`src/hdl/seq_pkg.sv`:
```
package seq_pkg;
   localparam int          ADDR_W        = 10;
   localparam int          PAGE_W        = 4;
   localparam int          LOW_W         = 6;
   localparam int          IDX_W         = 4;
   localparam int          STATES        = 5;
   localparam logic [9:0]  ADDR_RESET    = 10'h000;
   localparam logic [3:0]  PAGE_RESET    = 4'h0;
   localparam logic [3:0]  IDX_RESET     = 4'h0;
   localparam logic [5:0]  TABLE_UPPER   = 6'h2F;
   localparam logic [5:0]  LOW_ALL_ONES  = 6'h3F;
   localparam logic [2:0]  STATE_LAST    = 3'h4;
   localparam logic [2:0]  FETCH_STATE   = 3'h4;
   localparam int          RESET_CYCLES  = 3;

   typedef enum logic [2:0]
   {
      OP_NONE   = 3'b000,
      OP_BRANCH = 3'b001,
      OP_CALL   = 3'b010,
      OP_RETURN = 3'b011,
      OP_TABLE  = 3'b100
   } seq_op_t;

   typedef enum logic [1:0]
   {
      IDX_HOLD = 2'b00,
      IDX_LOAD = 2'b01,
      IDX_INC  = 2'b10,
      IDX_DEC  = 2'b11
   } idx_op_t;
endpackage : seq_pkg

```
`src/hdl/program_sequencer.sv`:
```
`timescale 1ns/100ps
`default_nettype none
// What this block does
// - a 10-bit fetch address counter holds the address of the next instruction to fetch.
// - any fetch that is not a branch after a page load, a taken branch, call or return advances the counter by one.
// - reset clears the fetch address counter to zero.
// - a 4-bit write-only page latch supplies the upper four bits for a far branch.
// - page load then short branch: flag 1 loads page plus operand, flag 0 adds two.
// - lone short branch with flag 1 swaps low six bits, bumping page on all-ones; else +1.
// - a short call jumps into page zero with bit zero clear and operand in the middle bits.
// - a short call saves the 10-bit return address before jumping.
// - the return store is one level deep; a second call overwrites it.
// - a return reloads the fetch counter from the return store.
// - a 4-bit table index counter can be loaded, read, incremented and decremented.
// - a table look-up addresses 101111 joined with the table index counter (2F0 to 2FF).
// - each instruction cycle is five clock states; decoder inputs act at the last state.
// - reset sets the condition flag to one.
module program_sequencer
(
   input  wire logic                         ref_clk,
   input  wire logic                         sys_rst,
   input  wire logic                         rst_pin_n,
   input  wire seq_pkg::seq_op_t             op_code,
   input  wire logic [5:0]                   op_operand,
   input  wire logic                         page_write,
   input  wire logic [3:0]                   page_data,
   input  wire logic                         flag_write,
   input  wire logic                         flag_data,
   input  wire seq_pkg::idx_op_t             idx_op,
   input  wire logic [3:0]                   idx_data,
   output logic [9:0]                        fetch_address_counter,
   output logic [9:0]                        mem_address,
   output logic                              fetch_strobe,
   output logic [2:0]                        state_num,
   output logic                              condition_flag,
   output logic [3:0]                        table_index_counter,
   output logic [9:0]                        return_address,
   output logic                              in_reset
);
   import seq_pkg::*;

   // ----------------------------------------
   // reset pin synchroniser and length filter
   // ----------------------------------------
   logic       rst_meta_reg;
   logic       rst_sync_reg;
   logic [1:0] rst_cnt_reg;
   logic       hold_reg;
   logic       cycle_end;
   logic       core_rst;

   always_ff @(posedge ref_clk)
   begin
      rst_meta_reg <= rst_pin_n;
      rst_sync_reg <= rst_meta_reg;
   end

   // a pin pulse that spans fewer than three cycle ends is ignored
   always_ff @(posedge ref_clk)
   begin
      if (sys_rst || rst_sync_reg)
         rst_cnt_reg <= 2'h0;
      else if (cycle_end && rst_cnt_reg != 2'(RESET_CYCLES))
         rst_cnt_reg <= rst_cnt_reg + 2'h1;
   end

   always_ff @(posedge ref_clk)
   begin
      if (sys_rst)
         hold_reg <= 1'b1;
      else if (rst_cnt_reg == 2'(RESET_CYCLES))
         hold_reg <= 1'b1;
      else if (rst_sync_reg)
         hold_reg <= 1'b0;
   end

   // the timer keeps running through a pin reset, only the core is held
   assign core_rst = sys_rst || hold_reg;
   assign in_reset = hold_reg;

   // ----------------------------------------
   // instruction cycle timing
   // ----------------------------------------
   state_timer u_timer
   (
      .ref_clk   (ref_clk),
      .sys_rst   (sys_rst),
      .state_num (state_num),
      .cycle_end (cycle_end)
   );

   // ----------------------------------------
   // address selection
   // ----------------------------------------
   logic [9:0] pc_reg;
   logic [9:0] pc_next;
   logic [9:0] ret_reg;
   logic [3:0] page_reg;
   logic       page_armed_reg;
   logic       flag_reg;
   logic [3:0] idx_reg;
   logic       step;
   logic [9:0] pc_plus1;
   logic [9:0] pc_plus2;
   logic [3:0] upper_plus1;
   logic       low_ones;
   logic [9:0] long_target;
   logic [9:0] near_target;
   logic [9:0] call_target;
   logic [9:0] tbl_address;
   logic       do_call;

   assign step        = cycle_end;
   assign pc_plus1    = pc_reg + 10'h001;
   assign pc_plus2    = pc_reg + 10'h002;
   assign upper_plus1 = pc_reg[9:6] + 4'h1;
   // a short branch from the last word of a page lands in the next page
   assign low_ones    = (pc_reg[5:0] == LOW_ALL_ONES);
   assign long_target = {page_reg, op_operand};
   assign near_target = {(low_ones ? upper_plus1 : pc_reg[9:6]), op_operand};
   // calls reach even addresses of page zero only; operand bit zero is not used
   assign call_target = {4'h0, op_operand[5:1], 1'b0};
   assign tbl_address = {TABLE_UPPER, idx_reg};
   assign do_call     = step && op_code == OP_CALL;

   always_comb
   begin
      case (op_code)
         OP_BRANCH:
            if (page_armed_reg)
               pc_next = flag_reg ? long_target : pc_plus2;
            else
               pc_next = flag_reg ? near_target : pc_plus1;
         OP_CALL:   pc_next = call_target;
         OP_RETURN: pc_next = ret_reg;
         default:   pc_next = pc_plus1;
      endcase
   end

   always_ff @(posedge ref_clk)
   begin
      if (core_rst)
         pc_reg <= ADDR_RESET;
      else if (step)
         pc_reg <= pc_next;
   end

   // ----------------------------------------
   // return address store
   // ----------------------------------------
   // single slot; a nested call simply overwrites it
   // the saved value is the word after the call, so a return resumes past it
   always_ff @(posedge ref_clk)
   begin
      if (core_rst)
         ret_reg <= ADDR_RESET;
      else if (do_call)
         ret_reg <= pc_plus1;
   end

   // ----------------------------------------
   // page latch
   // ----------------------------------------
   // page load arms the next short branch as a far branch
   // any other instruction in between disarms it, so a stale page is never used
   always_ff @(posedge ref_clk)
   begin
      if (core_rst)
      begin
         page_reg       <= PAGE_RESET;
         page_armed_reg <= 1'b0;
      end
      else if (step)
      begin
         if (page_write)
            page_reg <= page_data;
         page_armed_reg <= page_write;
      end
   end

   // ----------------------------------------
   // condition flag
   // ----------------------------------------
   // a flag written together with a branch only steers the following branch
   always_ff @(posedge ref_clk)
   begin
      if (core_rst)
         flag_reg <= 1'b1;
      else if (step && flag_write)
         flag_reg <= flag_data;
   end

   // ----------------------------------------
   // table index counter
   // ----------------------------------------
   // wraps in both directions, like any plain 4-bit register
   always_ff @(posedge ref_clk)
   begin
      if (core_rst)
         idx_reg <= IDX_RESET;
      else if (step)
         case (idx_op)
            IDX_LOAD: idx_reg <= idx_data;
            IDX_INC:  idx_reg <= idx_reg + 4'h1;
            IDX_DEC:  idx_reg <= idx_reg - 4'h1;
            default:  idx_reg <= idx_reg;
         endcase
   end

   // ----------------------------------------
   // memory address and outputs
   // ----------------------------------------
   // table data is read in the same cycle, then fetch continues
   assign mem_address           = (op_code == OP_TABLE) ? tbl_address : pc_reg;
   assign fetch_address_counter = pc_reg;
   assign fetch_strobe          = step && !core_rst;
   assign condition_flag        = flag_reg;
   assign table_index_counter   = idx_reg;
   assign return_address        = ret_reg;
endmodule : program_sequencer
`default_nettype wire

```
`src/hdl/state_timer.sv`:
```
`timescale 1ns/100ps
`default_nettype none
// ----------------------------------------
// five-state instruction cycle timer
// ----------------------------------------
module state_timer
(
   input  wire logic       ref_clk,
   input  wire logic       sys_rst,
   output logic [2:0]      state_num,
   output logic            cycle_end
);
   import seq_pkg::*;

   logic [2:0] state_reg;
   logic [2:0] state_next;

   assign state_next = (state_reg == STATE_LAST) ? 3'h0 : state_reg + 3'h1;
   assign state_num  = state_reg;
   assign cycle_end  = (state_reg == STATE_LAST);

   always_ff @(posedge ref_clk)
   begin
      if (sys_rst)
         state_reg <= 3'h0;
      else
         state_reg <= state_next;
   end
endmodule : state_timer
`default_nettype wire

```
`config.mk`:
```
export PLATFORM = sky130hd
export DESIGN_NAME = program_sequencer
export DESIGN_NICKNAME = d
export VERILOG_FILES = /design/src/hdl/seq_pkg.sv /design/src/hdl/program_sequencer.sv /design/src/hdl/state_timer.sv
export SDC_FILE = /design/constraint.sdc
export NUM_CORES = 1
export LEC_CHECK = 0
export BUFFER_PORTS_ARGS = -buffer_cell sky130_fd_sc_hd__buf_2
export CORE_MARGIN = 4
export CORE_UTILIZATION = 54
export CTS_CLUSTER_SIZE = 20
export DETAILED_ROUTE_END_ITERATION = 7
export MAX_ROUTING_LAYER = met4
export PLACE_DENSITY = 0.78
export SLEW_MARGIN = 20
export SYNTH_ARGS = -nofsm -noshare
export SYNTH_HDL_FRONTEND = slang
export SYNTH_HIERARCHICAL = 1
export SYNTH_SLANG_ARGS = --single-unit
```
`constraint.sdc`:
```
create_clock -name ref_clk -period 3.3 [get_ports ref_clk]
set_input_delay 0.825 -clock ref_clk [delete_from_list [all_inputs] [get_ports ref_clk]]
set_output_delay 0.825 -clock ref_clk [all_outputs]
set_load 0.02 [all_outputs]
```
==> Word-level counts from Yosys, hierarchy flattened <==
Cells that the tools add are included.
{ "totals": {"output_inout_bits": 40, "elab_cells": 51, "in_bits": 25, "ff_bits": 38} }
{ "classes": {"eq_ne": 12, "n_reduce_logical": 13, "muxes": 7, "add_sub_neg": 7} }
{ "ops": {"columns": ["cell", "n"], "rows": [
  ["$mux 10", 4],
  ["$pmux 10 s3", 1],
  ["$pmux 4 s3", 1],
  ["$add 10x1->10 const B", 1],
  ["$add 10x2->10 const B", 1],
  ["$add 4x1->4 const B", 2],
  ["$eq 2x2->1 const B", 3],
  ["$eq 3x2->1 const B", 2],
  ["$eq 3x3->1 const B", 2],
  ["$eq 6x6->1 const B", 1],
  ["$reduce_and 2->1", 3],
  ["$logic_and 1x1->1", 4],
  ["$mux 4", 1],
  ["$ne 4x4->1 const B", 1],
  ["$reduce_or 2->1", 2],
  ["$sub 4x1->4 const B", 1],
  ["$add 3x1->3 const B", 1],
  ["$eq 3x1->1 const B", 1],
  ["$reduce_bool 3->1", 1],
  ["$add 2x1->2 const B", 1],
  ["$eq 2x1->1 const B", 1],
  ["$logic_or 1x1->1", 2],
  ["$ne 2x2->1 const B", 1],
  ["$logic_not 1->1", 1]
]} }

==> Logic depth before layout (Yosys ltp) <==
{ "logic_depth": {"depth_word": 5, "ltp_mapped": 10, "mapped_depth_nobuf": 8} }

==> By module <==
Netlist, hierarchy kept.
{ "modules_own_cells": {"columns": ["module", "seq_area_each_um2", "cells_per_inst", "area_each_um2", "n_inst"], "rows": [
  ["program_sequencer", 700.7, 318, 2517.4, 1],
  ["state_timer", 60.1, 13, 135.1, 1]
]} }

==> Least setup slack after synthesis <==
Ideal clock, no wire load.
{ "synth_timing": {"path_type": "input port to output port", "from": "input port op_code[0]", "to": "output port mem_address[0]", "arrival_time_ns": 1.881, "stages": 5, "required_time_ns": 2.475, "slack_ns": 0.594, "path_cell_list": "buf_2 -> nor2_1 -> and2_1 -> clkbuf_1 -> o21ai_0"} }
{ "synth_via": {"elab_chain_cells": 2} }
{ "synth_lines": {"columns": ["element", "line_no", "rtl"], "rows": [
  ["from (decl)", "program_sequencer.sv:23", "input wire seq_pkg::seq_op_t op_code,"],
  ["$eq 3x3->1", "program_sequencer.sv:214", "assign mem_address = (op_code == OP_TABLE) ? tbl_address : pc_reg;"],
  ["$mux 10", "program_sequencer.sv:214", null],
  ["to (decl)", "program_sequencer.sv:32", "output logic [9:0] mem_address,"]
]} }
Every way passes these cells.

==> Worst setup path in the final report <==
{ "layout_timing": {"from": "input port op_code[0]", "to": "output port mem_address[1]"} }
The elaborated chain is that of the path after synthesis.

==> results.tsv <==
metric	value	unit
setup_viol	0	
port_buffers	64	
busiest_layer	met2	
clock-sinks	38	
dieArea	0.006097	sq mm
start_kind	input port	
vias_per_cell	5.838	
cts-buffers-inserted	5	
ys_warn_count	6	
critPathCaptureType	output pin	
worstPathCellList	buf_2, nor2_1, and2_1, mux2_2, buf_2	
p_leak	1.347	nW
fmax	0.3503	GHz
synth_simple_gate_area_frac	0.2613	
setup_tns	0	ns
post_cts_buffers	0	
synth_adder_area_share	0.04528	
r2r_cells	6	
cts_resized	0	
cp_max_fo	12	
finalHoldViolations	0	
syn_nets	365	
use_met3	0.04472	
coreArea	0.004755	sq mm
placementRows	25	
cp_slowest_cell	and2_1	
hp-class	reg2reg	
wl_per_cell	15.56	microns
grt_pass1_vias	2474	
rsz0062_at_grt	no	
drive_above_1_share	0.2753	
outcome	finished clean	
r2r-start	fetch_address_counter[0]	
utilization	0.6563	
path_class	in2out	
slew_headroom	0.5456	
wirelength	7.034	mm
cp_slowest_stage_delay	0.42	ns
antenna_found_initial	0	
gp_congestion	0.9166	
synthArstFlopShare	0	
whs_path_depth	0	
period_needed	2.855	ns
clock_skew	0.01234	ns
whs	0.3325	ns
ys_seq_area_frac	0.2868	
ir_drop	282.2	uV
p_total	0.001071	W
drtIter0Drc	255	
grt_max_degree	28	
arrival	2.03	ns
placed_area	0.002983	sq mm
dr.pass1.iters	6	
drv_slew	0	
synth_largest_area_cell	dfxtp_1	
area_growth	17.64	%
fin_area	0.003120	sq mm
ys_types	70	
synth_area_per_cell	8.014	sq um
use_met2	0.3887	
synth_top_family_by_area	simple AND/OR/NAND/NOR gates	
vias	2639	
clk_pin_slew_worst_paths	0.08	ns
post-route-period-util	0.8650	
place_hpwl	5.128	mm
synth-xor-area-share	0.05943	
drc_errors	0	
final_common_cell	buf_2	
synth_area	0.002653	sq mm
initial_utilization	0.5579	
cts_hold_buf	0	
cts_max_level	2	
dieHeight	78.09	microns
drv_cap	0	
tightest_slew	0.6794	ns
r2r_setup_slack	1.07	ns
pin_count	65	
cp_common_cell	buf_2	
muxShareOfSynthArea	0.02358	
worstHoldStart	rst_meta_reg	
gr-usage-met1	0.3193	
synth-edff-count	0	
critPathRequiredTime	2.47	ns
grt_usage	0.2442	
antenna_left	0	
ys_ff_latch	38	
synth_ff_type	dfxtp_1	
n_antenna_cell	0	
yosysTopAreaCellShare	0.2868	
cts.path.max_buffers	2	
powerDensity	343.1	mW/mm^2
fin_nets	418	
clock_latency	0.29	ns
holdPathEnd	rst_sync_reg	
cts_tree	built	
die_w	78.09	microns
grt_overflow_total	0	
grt_pass1_wl	11.81	mm
synthCells	331	
synth_compound_area_frac	0.2519	
regToRegEndpoint	fetch_address_counter[6]	
layout_common_cells	buf_2, dfxtp_1, nand2_1	
synth_area_leaders	dfxtp_1, a21oi_1, nand2_1	
ctsRootBufferMaster	clkbuf_8	
## layout make-up
cell class | count | area, sq um
Multi-Input combinational cell | 251 | 1702
Fill cell | 445 | 1634
Sequential cell | 38 | 760.7
Timing Repair Buffer | 71 | 372.9
Tap cell | 67 | 83.83
Clock buffer | 5 | 68.82
Clock inverter | 3 | 68.82
Inverter | 17 | 63.81
## logic make-up (layout without fill, tap and decap cells)
group	count (synthesis)	after routing
AND/OR/NAND/NOR	123	123
multiplexers	6	6
buffers and inverters	42	96
adder cells (fa/ha/maj)	9	9
AO/OA/AOI/OAI	95	95
flip-flops	38	38
XOR/XNOR	18	18
## worst max-delay path by stage
stage               startpoint        endpoint  cells after the start
global route        op_code[0]  mem_address[3]                      5
detailed placement  op_code[0]  mem_address[1]                      5
global placement    op_code[0]  mem_address[3]                      5
CTS                 op_code[0]  mem_address[1]                      5
floorplan           op_code[0]  mem_address[0]                      5
finish              op_code[0]  mem_address[1]                      5
## critical path: cells and delay by family
family                 cells  cell delay [ns]
muxes                      1             0.38
and+or+nand+nor            2             0.55
buffers and inverters      2             0.27
## synthesized netlist by cell type (all sizes together) (4+ instances only)
| master | instances |
|---|---|
| and3 | 4 |
| and2 | 5 |
| nor2 | 26 |
| or2 | 6 |
| nand2 | 27 |
| ha | 8 |
| a31oi | 4 |
| xnor2 | 8 |
| xor2 | 10 |
| mux2i | 4 |
| nand3b | 6 |
| o21bai | 4 |
| nand3 | 17 |
| a211oi | 8 |
| buf | 18 |
| nor3 | 10 |
| dfxtp | 38 |
| inv | 16 |
| a21oi | 24 |
| o21ai | 19 |
| clkbuf | 7 |
| a221oi | 7 |
## routing by layer
layer  share of wire  routed length (microns)
met1            0.46                     3210
met5               0                        0
met3           0.063                      446
met4          0.0098                       69
met2            0.47                     3308
## where the power goes
group          switching, W  total [W]  internal [W]  leakage [nW]
registers        0.00000642   0.000471      0.000465         0.308
clock network      0.000174   0.000477      0.000303        0.0683
logic             0.0000745   0.000123     0.0000482         0.971
total              0.000255    0.00107      0.000816          1.35
## through the flow
| step | std cells | worst slack [ns] |
|---|---|---|
| floorplan | 331 | 0.5939 |
| global placement | 444 | 0.4880 |
| detailed placement | 444 | 0.4562 |
| CTS | 452 | 0.4551 |
| global route | 452 | 0.3921 |
| finish | 452 | 0.4454 |
(Power assumes the default switching activity.)
